**src/common/adc_cfg_consts.vh**
```
`ifndef ADC_CFG_CONSTS_VH
`define ADC_CFG_CONSTS_VH

// ****************************************
// Register addresses
// ****************************************
`define ADDR_PORT_CONFIG        8'h00
`define ADDR_CORE0_OFFSET_C     8'h20
`define ADDR_CORE0_OFFSET_F     8'h21
`define ADDR_CORE0_GAIN_C       8'h22
`define ADDR_CORE0_GAIN_M       8'h23
`define ADDR_CORE0_GAIN_F       8'h24
`define ADDR_POWER_STATE        8'h25
`define ADDR_CORE1_OFFSET_C     8'h26
`define ADDR_CORE1_OFFSET_F     8'h27
`define ADDR_CORE1_GAIN_C       8'h28
`define ADDR_CORE1_GAIN_M       8'h29
`define ADDR_CORE1_GAIN_F       8'h2a
`define ADDR_CLOCK_ADVANCE      8'h71
`define ADDR_CLOCK_DIVIDER      8'h72
`define ADDR_FORMAT_A           8'h73
`define ADDR_FORMAT_B           8'h74
`define ADDR_CAL_DONE           8'hb6
`define ADDR_TEST_SELECT        8'hc0
`define ADDR_USER_FIRST         8'hc1
`define ADDR_USER_LAST          8'hd0
`define ADDR_ADJUST_ENABLE      8'hfe

// ****************************************
// Field positions
// ****************************************
`define BIT_SOFT_RESET          5
`define BIT_DLL_SLOW            6
`define BIT_FORMAT_B_RSVD       4

// ****************************************
// Reset values and codes
// ****************************************
`define TRIM_MID                8'h80
`define GAIN_COARSE_ZERO        8'h00
`define REG_ZERO                8'h00
`define PWR_PIN                 3'b000
`define PWR_NORMAL              3'b001
`define PWR_NAP                 3'b010
`define PWR_SLEEP               3'b100
`define DIV_PIN                 3'b000
`define DIV_BY_ONE              3'b001
`define DIV_BY_TWO              3'b010
`define TEST_OFF                4'h0
`define TEST_MID                4'h1
`define TEST_POS                4'h2
`define TEST_NEG                4'h3
`define TEST_USER               4'h8
`define TEST_RAMP               4'ha
`define WORD_MID                16'h8000
`define WORD_POS                16'hffff
`define WORD_NEG                16'h0000

`endif

```
**src/hw/adc_config_register_bank.v**
```verilog
// Summary of operation
// - Per core 8-bit coarse and fine offset; 0x80 zero, 0x00 min, 0xFF max.
// - Trim registers take self-calibration results after power-up, not constants.
// - Core zero offset writes reach the converter only while adjust-enable is high.
// - Gain trim is 4-bit coarse plus 8-bit medium and 8-bit fine fields.
// - Coarse gain bits are additive weights; several may be set.
// - Medium and fine gain have 256 steps, 0x80 means no change.
// - Core zero medium and fine gain writes apply only while adjust-enable is high.
// - Power field: 000 pin, 001 normal, 010 nap, 100 sleep.
// - Register power mode is per indexed core; pin selection is global.
// - Power, divider and output format A registers survive soft reset.
// - Core one has identical trims, also gated by adjust-enable.
// - Writing 0 then 1 to clock-advance bit 0 slips output clock one period.
// - Divider field: 000 pin, 001 divide one, 010 divide two; others not allowed.
// - Output mode bits 7:5: 000 diff 3 mA, 001 diff 2 mA, 100 CMOS.
// - Coding bits 2:0: 000 two's complement, 010 Gray, 100 offset binary.
// - Format B bit 6 selects DLL range, fast by default.
// - Calibration status bit 0 reads 0 while calibrating, 1 once done.
// - Only calibration status is readable before calibration completes.
// - Test mode 7:4: off, midscale, plus full, minus full, user, ramp.
// - User pattern mode replays user words up to depth in bits 2:0.
// - Test mode changes may take several sample cycles to appear.
// - Soft reset bit returns registers to defaults except exempted ones.
`timescale 1ns/1ps
`default_nettype none
`include "adc_cfg_consts.vh"

module adc_config_register_bank (
    input  wire        clk_sys,
    input  wire        arst_n,
    input  wire [7:0]  reg_addr,
    input  wire [7:0]  reg_wdata,
    input  wire        reg_wr,
    input  wire        reg_rd,
    output reg  [7:0]  reg_rdata,
    output reg         reg_rvalid,
    input  wire [1:0]  core_select,
    input  wire        cal_complete,
    input  wire [39:0] cal_core0,
    input  wire [39:0] cal_core1,
    input  wire [2:0]  power_state_pin,
    input  wire [2:0]  divider_select_pin,
    output reg  [39:0] applied_core0,
    output reg  [39:0] applied_core1,
    output reg  [2:0]  power_mode_core0,
    output reg  [2:0]  power_mode_core1,
    output reg  [2:0]  divider_mode,
    output reg         clock_advance,
    output reg  [2:0]  drive_mode,
    output reg  [2:0]  coding_mode,
    output reg         dll_slow,
    output reg         test_active,
    output reg  [15:0] test_word
);

// ****************************************
// Storage
// ****************************************
reg [7:0]  trim [0:9];
reg [7:0]  user_word [0:15];
reg [2:0]  power_sel0;
reg [2:0]  power_sel1;
reg [7:0]  output_clock_advance;
reg [7:0]  sample_clock_divider;
reg [7:0]  output_format_a;
reg [7:0]  output_format_b;
reg [7:0]  test_pattern_select;
reg [7:0]  adjust_enable;
reg        cal_seen;
reg        cal_loaded;
reg [2:0]  pat_index;
reg [15:0] ramp;
reg [2:0]  next_divider;
integer    i;

// ****************************************
// Helper functions
// ****************************************
// Trim index 0..4 core zero, 5..9 core one; 15 means not a trim
function [3:0] trim_index;
    input [7:0] a;
    begin
        if (a >= `ADDR_CORE0_OFFSET_C && a <= `ADDR_CORE0_GAIN_F)
            trim_index = a[3:0];
        else if (a >= `ADDR_CORE1_OFFSET_C && a <= `ADDR_CORE1_GAIN_F)
            trim_index = a[3:0] - 4'h1;
        else
            trim_index = 4'hf;
    end
endfunction

// Pack five trims of a core, offset coarse in the top byte
function [39:0] pack_core;
    input [7:0] oc;
    input [7:0] of;
    input [7:0] gc;
    input [7:0] gm;
    input [7:0] gf;
    begin
        pack_core = {oc, of, gc, gm, gf};
    end
endfunction

// Register-selected power state, or the global pin when field is zero
function [2:0] power_effective;
    input [2:0] sel;
    input [2:0] pin;
    begin
        power_effective = (sel == `PWR_PIN) ? pin : sel;
    end
endfunction

// ****************************************
// Address decode
// ****************************************
wire [3:0] wr_trim     = trim_index(reg_addr);
wire       soft_reset  = reg_wr && reg_addr == `ADDR_PORT_CONFIG && reg_wdata[`BIT_SOFT_RESET];
wire       cal_rise    = cal_complete && !cal_seen;
wire       user_hit    = reg_addr >= `ADDR_USER_FIRST && reg_addr <= `ADDR_USER_LAST;
// Last user byte 0xd0 wraps to index 15
wire [3:0] user_idx    = reg_addr[3:0] - 4'h1;
wire [7:0] core0_offc  = cal_core0[39:32];
wire       adjust_on   = adjust_enable[0];
wire [3:0] test_mode   = test_pattern_select[7:4];

// ****************************************
// Register writes and soft reset
// ****************************************
always @(posedge clk_sys or negedge arst_n) begin
    if (!arst_n) begin
        for (i = 0; i < 10; i = i + 1) begin
            trim[i] <= `TRIM_MID;
        end
        trim[2] <= `GAIN_COARSE_ZERO;
        trim[7] <= `GAIN_COARSE_ZERO;
        for (i = 0; i < 16; i = i + 1) begin
            user_word[i] <= `REG_ZERO;
        end
        power_sel0           <= `PWR_PIN;
        power_sel1           <= `PWR_PIN;
        output_clock_advance <= `REG_ZERO;
        sample_clock_divider <= `REG_ZERO;
        output_format_a      <= `REG_ZERO;
        output_format_b      <= `REG_ZERO;
        test_pattern_select  <= `REG_ZERO;
        adjust_enable        <= `REG_ZERO;
        clock_advance        <= 1'b0;
    end else begin
        clock_advance <= 1'b0;
        if (cal_rise || (soft_reset && cal_loaded)) begin
            // Self-calibration result becomes the trim default
            trim[0] <= cal_core0[39:32];
            trim[1] <= cal_core0[31:24];
            trim[2] <= cal_core0[23:16];
            trim[3] <= cal_core0[15:8];
            trim[4] <= cal_core0[7:0];
            trim[5] <= cal_core1[39:32];
            trim[6] <= cal_core1[31:24];
            trim[7] <= cal_core1[23:16];
            trim[8] <= cal_core1[15:8];
            trim[9] <= cal_core1[7:0];
        end
        if (soft_reset) begin
            // Power, divider and format A are kept
            for (i = 0; i < 16; i = i + 1) begin
                user_word[i] <= `REG_ZERO;
            end
            output_clock_advance <= `REG_ZERO;
            output_format_b      <= `REG_ZERO;
            test_pattern_select  <= `REG_ZERO;
            adjust_enable        <= `REG_ZERO;
        end else if (reg_wr && !cal_rise) begin
            // Writes on the calibration edge are dropped
            if (wr_trim != 4'hf)
                trim[wr_trim] <= reg_wdata;
            if (user_hit)
                user_word[user_idx] <= reg_wdata;
            case (reg_addr)
                `ADDR_POWER_STATE: begin
                    if (core_select[0])
                        power_sel0 <= reg_wdata[2:0];
                    if (core_select[1])
                        power_sel1 <= reg_wdata[2:0];
                end
                `ADDR_CLOCK_ADVANCE: begin
                    output_clock_advance <= reg_wdata;
                    if (reg_wdata[0] && !output_clock_advance[0])
                        clock_advance <= 1'b1;
                end
                `ADDR_CLOCK_DIVIDER: sample_clock_divider <= reg_wdata;
                `ADDR_FORMAT_A:      output_format_a      <= reg_wdata;
                `ADDR_FORMAT_B:      output_format_b      <= reg_wdata;
                `ADDR_TEST_SELECT:   test_pattern_select  <= reg_wdata;
                `ADDR_ADJUST_ENABLE: adjust_enable        <= reg_wdata;
                default: ;
            endcase
        end
    end
end

// ****************************************
// Calibration edge and status
// ****************************************
always @(posedge clk_sys or negedge arst_n) begin
    if (!arst_n) begin
        cal_seen   <= 1'b0;
        cal_loaded <= 1'b0;
    end else begin
        cal_seen <= cal_complete;
        // Status stays set from the first completion on
        if (cal_rise)
            cal_loaded <= 1'b1;
    end
end

// ****************************************
// Trim application to the cores
// ****************************************
always @(posedge clk_sys or negedge arst_n) begin
    if (!arst_n) begin
        applied_core0 <= {`TRIM_MID, `TRIM_MID, `GAIN_COARSE_ZERO, `TRIM_MID, `TRIM_MID};
        applied_core1 <= {`TRIM_MID, `TRIM_MID, `GAIN_COARSE_ZERO, `TRIM_MID, `TRIM_MID};
    end else begin
        // Coarse gain follows its register directly
        applied_core0[23:16] <= {4'h0, trim[2][3:0]};
        applied_core1[23:16] <= {4'h0, trim[7][3:0]};
        if (cal_rise) begin
            applied_core0 <= pack_core(core0_offc, cal_core0[31:24], {4'h0, cal_core0[19:16]},
                                       cal_core0[15:8], cal_core0[7:0]);
            applied_core1 <= pack_core(cal_core1[39:32], cal_core1[31:24], {4'h0, cal_core1[19:16]},
                                       cal_core1[15:8], cal_core1[7:0]);
        end else if (adjust_on) begin
            applied_core0[39:24] <= {trim[0], trim[1]};
            applied_core0[15:0]  <= {trim[3], trim[4]};
            applied_core1[39:24] <= {trim[5], trim[6]};
            applied_core1[15:0]  <= {trim[8], trim[9]};
        end
        // Enable low: applied offsets and medium and fine gains hold
    end
end

// ****************************************
// Mode outputs
// ****************************************
// Illegal divider codes keep the previous choice
always @* begin
    next_divider = divider_mode;
    case (sample_clock_divider[2:0])
        `DIV_PIN:    next_divider = divider_select_pin;
        `DIV_BY_ONE: next_divider = `DIV_BY_ONE;
        `DIV_BY_TWO: next_divider = `DIV_BY_TWO;
        default:     next_divider = divider_mode;
    endcase
end

always @(posedge clk_sys or negedge arst_n) begin
    if (!arst_n) begin
        power_mode_core0 <= `PWR_NORMAL;
        power_mode_core1 <= `PWR_NORMAL;
        divider_mode     <= `DIV_BY_ONE;
        drive_mode       <= 3'b000;
        coding_mode      <= 3'b000;
        dll_slow         <= 1'b0;
    end else begin
        power_mode_core0 <= power_effective(power_sel0, power_state_pin);
        power_mode_core1 <= power_effective(power_sel1, power_state_pin);
        divider_mode <= next_divider;
        drive_mode  <= output_format_a[7:5];
        coding_mode <= output_format_a[2:0];
        dll_slow    <= output_format_b[`BIT_DLL_SLOW];
    end
end

// ****************************************
// Test pattern generator
// ****************************************
always @(posedge clk_sys or negedge arst_n) begin
    if (!arst_n) begin
        test_active <= 1'b0;
        test_word   <= `WORD_NEG;
        pat_index   <= 3'd0;
        ramp        <= 16'h0000;
    end else begin
        test_active <= test_mode != `TEST_OFF;
        ramp        <= ramp + 16'h0001;
        // Registered output adds latency, tolerated by users
        case (test_mode)
            `TEST_MID:  test_word <= `WORD_MID;
            `TEST_POS:  test_word <= `WORD_POS;
            `TEST_NEG:  test_word <= `WORD_NEG;
            `TEST_USER: begin
                test_word <= {user_word[{pat_index, 1'b1}], user_word[{pat_index, 1'b0}]};
                if (pat_index >= test_pattern_select[2:0])
                    pat_index <= 3'd0;
                else
                    pat_index <= pat_index + 3'd1;
            end
            `TEST_RAMP: test_word <= ramp;
            default:    test_word <= `WORD_NEG;
        endcase
        if (test_mode != `TEST_USER)
            pat_index <= 3'd0;
    end
end

// ****************************************
// Register reads
// ****************************************
always @(posedge clk_sys or negedge arst_n) begin
    if (!arst_n) begin
        reg_rdata  <= `REG_ZERO;
        reg_rvalid <= 1'b0;
    end else begin
        reg_rvalid <= reg_rd;
        reg_rdata  <= `REG_ZERO;
        if (reg_rd && reg_addr == `ADDR_CAL_DONE)
            reg_rdata <= {7'h00, cal_loaded};
        else if (reg_rd && cal_loaded) begin
            if (wr_trim != 4'hf)
                reg_rdata <= trim[wr_trim];
            else if (user_hit)
                reg_rdata <= user_word[user_idx];
            else begin
                case (reg_addr)
                    `ADDR_POWER_STATE:   reg_rdata <= {5'h00, core_select[0] ? power_sel0 : power_sel1};
                    `ADDR_CLOCK_ADVANCE: reg_rdata <= output_clock_advance;
                    `ADDR_CLOCK_DIVIDER: reg_rdata <= sample_clock_divider;
                    `ADDR_FORMAT_A:      reg_rdata <= output_format_a;
                    `ADDR_FORMAT_B:      reg_rdata <= output_format_b;
                    `ADDR_TEST_SELECT:   reg_rdata <= test_pattern_select;
                    `ADDR_ADJUST_ENABLE: reg_rdata <= adjust_enable;
                    default:             reg_rdata <= `REG_ZERO;
                endcase
            end
        end
    end
end

endmodule // adc_config_register_bank

`default_nettype wire

```
**config.mk**
```make
export PLATFORM = sky130hd
export DESIGN_NAME = adc_config_register_bank
export DESIGN_NICKNAME = d
export VERILOG_FILES = /design/src/hw/adc_config_register_bank.v
export VERILOG_INCLUDE_DIRS = /design/src /design/src/common
export SDC_FILE = /design/constraint.sdc
export NUM_CORES = 1
export LEC_CHECK = 0
export BUFFER_PORTS_ARGS = -buffer_cell sky130_fd_sc_hd__buf_2
export CAP_MARGIN = 30
export CELL_PAD_IN_SITES_DETAIL_PLACEMENT = 0
export CELL_PAD_IN_SITES_GLOBAL_PLACEMENT = 2
export CORE_ASPECT_RATIO = 1.2
export CORE_UTILIZATION = 34
export DETAILED_ROUTE_END_ITERATION = 8
export GPL_TIMING_DRIVEN = 0
export PLACE_DENSITY = 0.75
export REMOVE_ABC_BUFFERS = 1
export SYNTH_ARGS = -nofsm -noshare
export SYNTH_HDL_FRONTEND = slang
export SYNTH_SLANG_ARGS = --single-unit
```
**constraint.sdc**
```tcl
create_clock -name clk_sys -period 2.4 [get_ports clk_sys]
set_clock_uncertainty 0.05 [all_clocks]
set_input_delay 0.24 -clock clk_sys [delete_from_list [all_inputs] [get_ports clk_sys]]
set_output_delay 0.24 -clock clk_sys [all_outputs]
set_load 0.1 [all_outputs]
```
==> results.sh, run 1 <==
export IMPL_gp_congestion=0.833
export IMPL_syn2layout_area_growth_pct=27.1
export IMPL_crit_family="multiplexers"
export IMPL_grt_antenna_before_repair=7
export IMPL_clkSlewWorstSetupHoldPaths_ns=0.06
export IMPL_vias=16700
export IMPL_multi_input_area_um2=10200
export IMPL_syn_area_per_cell_um2=10.2
export IMPL_yosysTopAreaCell="dfrtp_1"
export IMPL_grt_max_degree=110
export IMPL_coreArea_um2=59700
export IMPL_worstHoldPathCells=3
export IMPL_final_cell_mix="dfrtp_1 (375), nand2_1 (349), buf_2 (219)"
export IMPL_cp_depth=11
export IMPL_crit_top_cell="buf_16"
export IMPL_cts_sinks=398
export IMPL_grt_pass1_wl_mm=108
export IMPL_hpwl_mm=47.6
export IMPL_status="completed"
export IMPL_synth_top_area_frac=0.461
export IMPL_vdd_drop_max_mv=0.326
export IMPL_seq_area_frac_synth=0.486
export IMPL_finalCriticalPeriod_ns=2.34
export IMPL_drtIter0Drc=1454
export IMPL_r2r_cells=9
export IMPL_final_common_cell="dfrtp_1"
export IMPL_arrival_ns=2.73
export IMPL_die_area_um2=61500
export IMPL_synth_edf_count=0
export IMPL_die_x_um=226
export IMPL_ctsLongestPathBuffers=3
export IMPL_slowest_delay_ns=0.51
export IMPL_synth_cell_type_count=72
export IMPL_n_fill_cell=5726
export IMPL_reg2reg_slack_ns=0.08
export IMPL_maxCapViolations=0
export IMPL_grtUsageTotal=0.232
export IMPL_ys_ff_latch=398
export IMPL_num_nets_final=2424
export IMPL_seqCellArea_um2=9990
export IMPL_via_per_inst=5.33
export IMPL_p_per_area_nw_per_um2=707
export IMPL_wl_mm=71.3
export IMPL_timing_rr_end="user_word[103]$_DFFE_PN0P_"
export IMPL_whs_endpoint="power_sel0[2]$_DFFE_PN0P_"
export IMPL_tns_ns=0
export IMPL_layout_worst_path_cycle_share=0.974
export IMPL_dr_pass1_iters=6
export IMPL_criticalPathCategory="in -> reg"
export IMPL_finalMaxSlewViolations=0
export IMPL_holdWs_ns=0.0563
export IMPL_hold_violations=0
export IMPL_end_kind="flip-flop"
export IMPL_async_reset_ff_frac=1.00
export IMPL_ys_flop_type="dfrtp_1"
export IMPL_grt_pass1_vias=17100
export IMPL_netlist_instances=2014
export IMPL_holdCritStartpoint="core_select[0]"
export IMPL_p_total_mw=18.5
export IMPL_cp_max_fo=16
export IMPL_fin_util=0.438
export IMPL_globalRoute_totalOverflow=0
export IMPL_cp_required_ns=2.79
export IMPL_io_pins=232
export IMPL_setup_viol=0
export IMPL_clock_latency_ns=0.58
export IMPL_cts_root_buffer="clkbuf_16"
export IMPL_cts_max_level=2
export IMPL_critPathBufInv=4
export IMPL_slew_headroom=0.332
export IMPL_numCtsBuffers=43
export IMPL_synthTopCellsByArea="dfrtp_1 (46%), mux2i_1 (9.3%), mux4_2 (7.2%)"
export IMPL_drc_errors=0
export IMPL_r2r_start="cal_seen$_DFF_PN0_"
export IMPL_placed_cell_area_um2=22900
export IMPL_initial_core_util=0.344
export IMPL_syn_area_um2=20600
export IMPL_die_y_um=271
export IMPL_synth_warning_count=0
export IMPL_critPathLaunchType="input port"
export IMPL_wl_per_cell_um=22.7
export IMPL_slowest_stage="mux4_2"
export IMPL_final_area_um2=26100
export IMPL_cts_tree="yes"
export IMPL_cellLeakagePower_nw=11.5
export IMPL_drive_gt1_frac=0.270
export IMPL_final_antenna_net_count=0
export IMPL_rows=98
export IMPL_io_buffers=223
export IMPL_fmax_mhz=428
export IMPL_hold_class="in -> reg"
export IMPL_worstMarginPinSlew_ns=1.00
export IMPL_crit_chain="buf_16 -> buf_16 -> clkinvlp_4 -> ha_4 -> buf_12 -> mux4_2 -> mux2_2 -> a21oi_4 -> o21ai_1 -> o311ai_2 -> a21oi_1"
## metal layers
metal,up-vias,part of all wire,GRT usage
li1,7716,-,-
met1,8460,0.42,0.298
met2,429,0.49,0.392
met3,126,0.052,0.0432
met4,12,0.033,0.0775
met5,-,0.0011,0
## how the worst max path moves through the flow
stage,start,to,slack [ns]
3_3_place_gp,reg_addr[0],trim[13]$_DFF_PN0_,-27.25
4_1_cts,reg_addr[0],reg_rdata[0]$_DFF_PN0_,0.003
3_5_place_dp,reg_addr[0],reg_rdata[1]$_DFF_PN0_,-2.23
5_1_grt,cal_seen$_DFF_PN0_,user_word[96]$_DFFE_PN0P_,-0.001
2_1_floorplan,reg_addr[0],trim[10]$_DFF_PN0_,-12.38
6_report,reg_addr[0],reg_rdata[0]$_DFF_PN0_,0.06
## layout make-up
type,instances,share of cell area
multi-input combinational,1435,0.391
sequential,398,0.382
timing repair buffer,410,0.130
clock buffer,71,0.0518
tap,800,0.0383
clock inverter,8,0.00412
inverter,16,0.00244
antenna,1,0.0000958
## synth_stat cells, types with 3 or more instances
cell type and count:
a211oi_1 18, a21o_1 6, a21oi_1 217, a222oi_1 7
a22oi_1 7, a31oi_1 6, and2_1 13, and3_1 9
and3b_1 4, buf_1 23, buf_2 39, buf_4 12
clkbuf_1 97, dfrtp_1 379, dfstp_2 19, ha_1 11
inv_1 15, mux2_2 66, mux2i_1 190, mux4_2 66
nand2_1 368, nand2b_1 4, nand3_1 106, nor2_1 81
nor2b_1 14, nor3_1 12, nor3b_1 3, nor4_1 4
nor4b_2 3, o211ai_1 7, o21a_1 4, o21ai_0 121
o21ai_1 5, o22ai_1 5, o311a_1 3, o311ai_0 3
o31ai_1 3, or2_2 6, or3_1 4, xnor2_1 11
xor2_1 5
## worst min-delay path, delay by kind of cell
family / cells / cell delay (ns)
buffers and inverters: 1 / 0.14
multiplexers: 1 / 0.16
AND/OR/NAND/NOR: 1 / 0.12
## where the power goes
part	switching, mW	leakage (nW)	internal [mW]
clock	2.89	0.717	4.07
sequential	0.404	5.15	7.28
combinational	2.76	5.65	1.08
## per-stage QoR
step	worst slack, ns	instances
6_report	0.0618	3139
4_1_cts	0.00254	3121
5_1_grt	-0.00139	3139
2_1_floorplan	-12.38	1848
3_3_place_gp	-27.25	2871
3_5_place_dp	-2.23	2914
## flip-flops by register name, indices dropped and copies added (netlist names), 3 cells and up
signal,flops
test_word,16
power_mode_core1,3
coding_mode,3
trim,80
pat_index,3
test_pattern_select,8
power_sel0,3
ramp,16
reg_rdata,8
sample_clock_divider,8
divider_mode,3
drive_mode,3
output_format_b,8
applied_core0,36
output_format_a,8
adjust_enable,8
power_sel1,3
applied_core1,36
user_word,128
output_clock_advance,8
power_mode_core0,3
## repair_timing
action	in CTS	in global routing
buffers inserted	35	17
pin swaps	15	10
gates resized for setup	65	40
endpoints found under the hold margin	295	0
endpoints found under the setup margin	278	242
hold buffers	90	0
cloned	3	0
## kinds of logic (layout without fill, tap and decap cells)
family	Yosys count	in the layout	synth area share
buf+inv	189	505	0.0398
mux	322	322	0.201
xor+xnor	17	17	0.00761
simple gates	646	647	0.141
compound gates	430	430	0.118
flops	398	398	0.486
fa+ha+maj	11	11	0.00669
other cells	1	9	0.000182
Power figures use the tool's default switching activity.
==> run 2: changes to the inputs <==
--- a/config.mk
+++ b/config.mk
@@ -10,7 +10,6 @@
 export CAP_MARGIN = 30
 export CELL_PAD_IN_SITES_DETAIL_PLACEMENT = 0
 export CELL_PAD_IN_SITES_GLOBAL_PLACEMENT = 2
-export CORE_ASPECT_RATIO = 1.2
 export CORE_UTILIZATION = 34
 export DETAILED_ROUTE_END_ITERATION = 8
 export GPL_TIMING_DRIVEN = 0
==> run 2 against run 1 <==
- count of clock-buffer cells in the layout shrank 3
- flip-flop and latch count stayed put
- hold slack lost 0.025 ns
- critical path depth rose by 3
- die area about the same
- critical endpoint is now reg_rdata[1]$_DFF_PN0_
- register-to-register slack got worse by 0.02 ns
- clock power increased by 3.0%
- global-route usage up 0.11 points
- sequential power about the same
- via count grew 0.57%
==> results.sh, run 2 (same netlist as run 1, synthesis figures left out) <==
export IMPL_status="completed"
export IMPL_grt_pass1_wl_mm=108
export IMPL_io_buffers=223
export IMPL_cts_max_level=2
export IMPL_final_antenna_net_count=0
export IMPL_grt_antenna_before_repair=2
export IMPL_r2r_start="cal_seen$_DFF_PN0_"
export IMPL_final_cell_mix="dfrtp_1 (375), nand2_1 (349), buf_2 (219)"
export IMPL_gp_congestion=0.824
export IMPL_globalRoute_totalOverflow=0
export IMPL_cts_root_buffer="clkbuf_16"
export IMPL_whs_endpoint="power_sel1[0]$_DFFE_PN0P_"
export IMPL_timing_rr_end="trim[79]$_DFF_PN1_"
export IMPL_wl_per_cell_um=22.9
export IMPL_cts_sinks=398
export IMPL_vdd_drop_max_mv=0.445
export IMPL_hold_violations=0
export IMPL_initial_core_util=0.346
export IMPL_critPathLaunchType="input port"
export IMPL_via_per_inst=5.39
export IMPL_reg2reg_slack_ns=0.06
export IMPL_dr_pass1_iters=7
export IMPL_rsz0062_at_grt="yes"
export IMPL_criticalPathCategory="in -> reg"
export IMPL_drive_gt1_frac=0.272
export IMPL_slew_headroom=0.349
export IMPL_largest_reg_flops=128
export IMPL_slowest_stage="mux2i_1"
export IMPL_finalMaxSlewViolations=0
export IMPL_syn2layout_area_growth_pct=27.1
export IMPL_tns_ns=0
export IMPL_cp_max_fo=10
export IMPL_r2r_cells=10
export IMPL_clkSlewWorstSetupHoldPaths_ns=0.06
export IMPL_hpwl_mm=47.1
export IMPL_rows=89
export IMPL_num_nets_final=2430
export IMPL_fmax_mhz=424
export IMPL_cts_tree="yes"
export IMPL_crit_family="buffers and inverters"
export IMPL_p_per_area_nw_per_um2=715
export IMPL_die_y_um=248
export IMPL_clock_latency_ns=0.60
export IMPL_numCtsBuffers=47
export IMPL_drtIter0Drc=1206
export IMPL_layout_setup_ws_ns=0.0406
export IMPL_pre_cts_ws_ns=-2.40
export IMPL_critPathBufInv=7
export IMPL_setup_viol=0
export IMPL_holdCritStartpoint="core_select[1]"
export IMPL_reg_top3="user_word: 128 flops, trim: 80 flops"
export IMPL_coreArea_um2=59400
export IMPL_cp_required_ns=2.81
export IMPL_drc_errors=0
export IMPL_fin_util=0.440
export IMPL_end_kind="flip-flop"
export IMPL_crit_chain="buf_16 -> buf_16 -> clkinvlp_4 -> ha_4 -> nor4bb_4 -> buf_4 -> o311ai_4 -> buf_12 -> buf_12 -> buf_8 -> mux2i_1 -> mux2i_1 -> o32ai_1 -> nor3_1"
export IMPL_worstHoldPathCells=3
export IMPL_finalCriticalPeriod_ns=2.36
export IMPL_slowest_delay_ns=0.35
export IMPL_die_area_um2=61500
export IMPL_hold_class="in -> reg"
export IMPL_layout_worst_path_cycle_share=0.983
export IMPL_io_pins=232
export IMPL_wl_mm=71.7
export IMPL_arrival_ns=2.77
export IMPL_final_common_cell="dfrtp_1"
export IMPL_cellLeakagePower_nw=11.5
export IMPL_die_x_um=248
export IMPL_grt_max_degree=119
export IMPL_maxCapViolations=0
export IMPL_ctsLongestPathBuffers=3
export IMPL_vias=16800
export IMPL_grtUsageTotal=0.233
export IMPL_grt_pass1_vias=17200
export IMPL_worstMarginPinSlew_ns=0.977
export IMPL_top_register="user_word"
-- run 2: changes by cell type in the layout (fill, tap and decap cells not counted), sizes merged --
cell | before | now
clkinvlp | 2 | 3
diode | 1 | 6
buf | 317 | 321
bufbuf | 2 | 1
clkinv | 5 | 13
clkbuf | 72 | 69
dlygate4sd3 | 90 | 89
inv | 15 | 14
-- run 2: worst max-delay path by stage --
| stage | startpoint | to | depth (start not counted) |
|---|---|---|---|
| finish | reg_addr[0] | reg_rdata[1]$_DFF_PN0_ | 14 |
| global route | reg_addr[0] | trim[33]$_DFF_PN0_ | 12 |
| CTS | reg_addr[0] | reg_rdata[0]$_DFF_PN0_ | 12 |
| detailed placement | reg_addr[0] | reg_rdata[1]$_DFF_PN0_ | 12 |
| global placement | reg_addr[0] | trim[9]$_DFF_PN0_ | 9 |
| floorplan | reg_addr[0] | trim[10]$_DFF_PN0_ | 8 |
-- run 2: cell type report --
cell class                      instances  area (µm²)
Sequential cell                       398        9990
Clock inverter                         16         151
Clock buffer                           68        1370
Inverter                               16        67.6
Tap cell                              773         967
Timing Repair Buffer                  412        3390
Multi-Input combinational cell       1435       10200
Fill cell                            5579       33200
Antenna cell                            6        15.0
-- run 2: per-stage QoR --
| step | power, mW | instances | area [µm²] | hold WS (ns) |
|---|---|---|---|---|
| CTS | 18.8 | 3102 | 25800 | 0.0236 |
| finish | 18.7 | 3124 | 26100 | 0.0314 |
| detailed placement | 11.4 | 2886 | 22800 | 0.271 |
| global route | 19.4 | 3118 | 26100 | 0.0334 |
| floorplan | 10.2 | 1848 | 19800 | -0.106 |
| global placement | 11.3 | 2844 | 21900 | 0.309 |
-- run 2: report_power, final --
part / leakage (nW) / switching, mW / internal, mW
Clock: 0.752 / 3.01 / 4.16
Sequential: 5.15 / 0.398 / 7.28
Combinational: 5.60 / 2.76 / 1.08
-- run 2: per-layer routing --
layer	part of all wire	GRT usage	wire, µm	up-vias
li1	-	-	-	7765
met1	0.44	0.311	31700	8488
met2	0.48	0.383	34100	468
met3	0.052	0.0384	3740	118
met4	0.030	0.0796	2180	0
met5	0	0	0	-
-- run 2: what timing repair did --
action	CTS	global route
resized for setup	68	32
hold buffers	89	0
setup endpoints to repair	270	226
cloned	2	0
hold endpoints to repair	245	0
setup buffers	41	15
pin swaps	13	14
-- run 2: worst min-delay path: stages --
cell,delay (ns)
buf_2,0.10
nand2_1,0.13
mux2_2,0.17
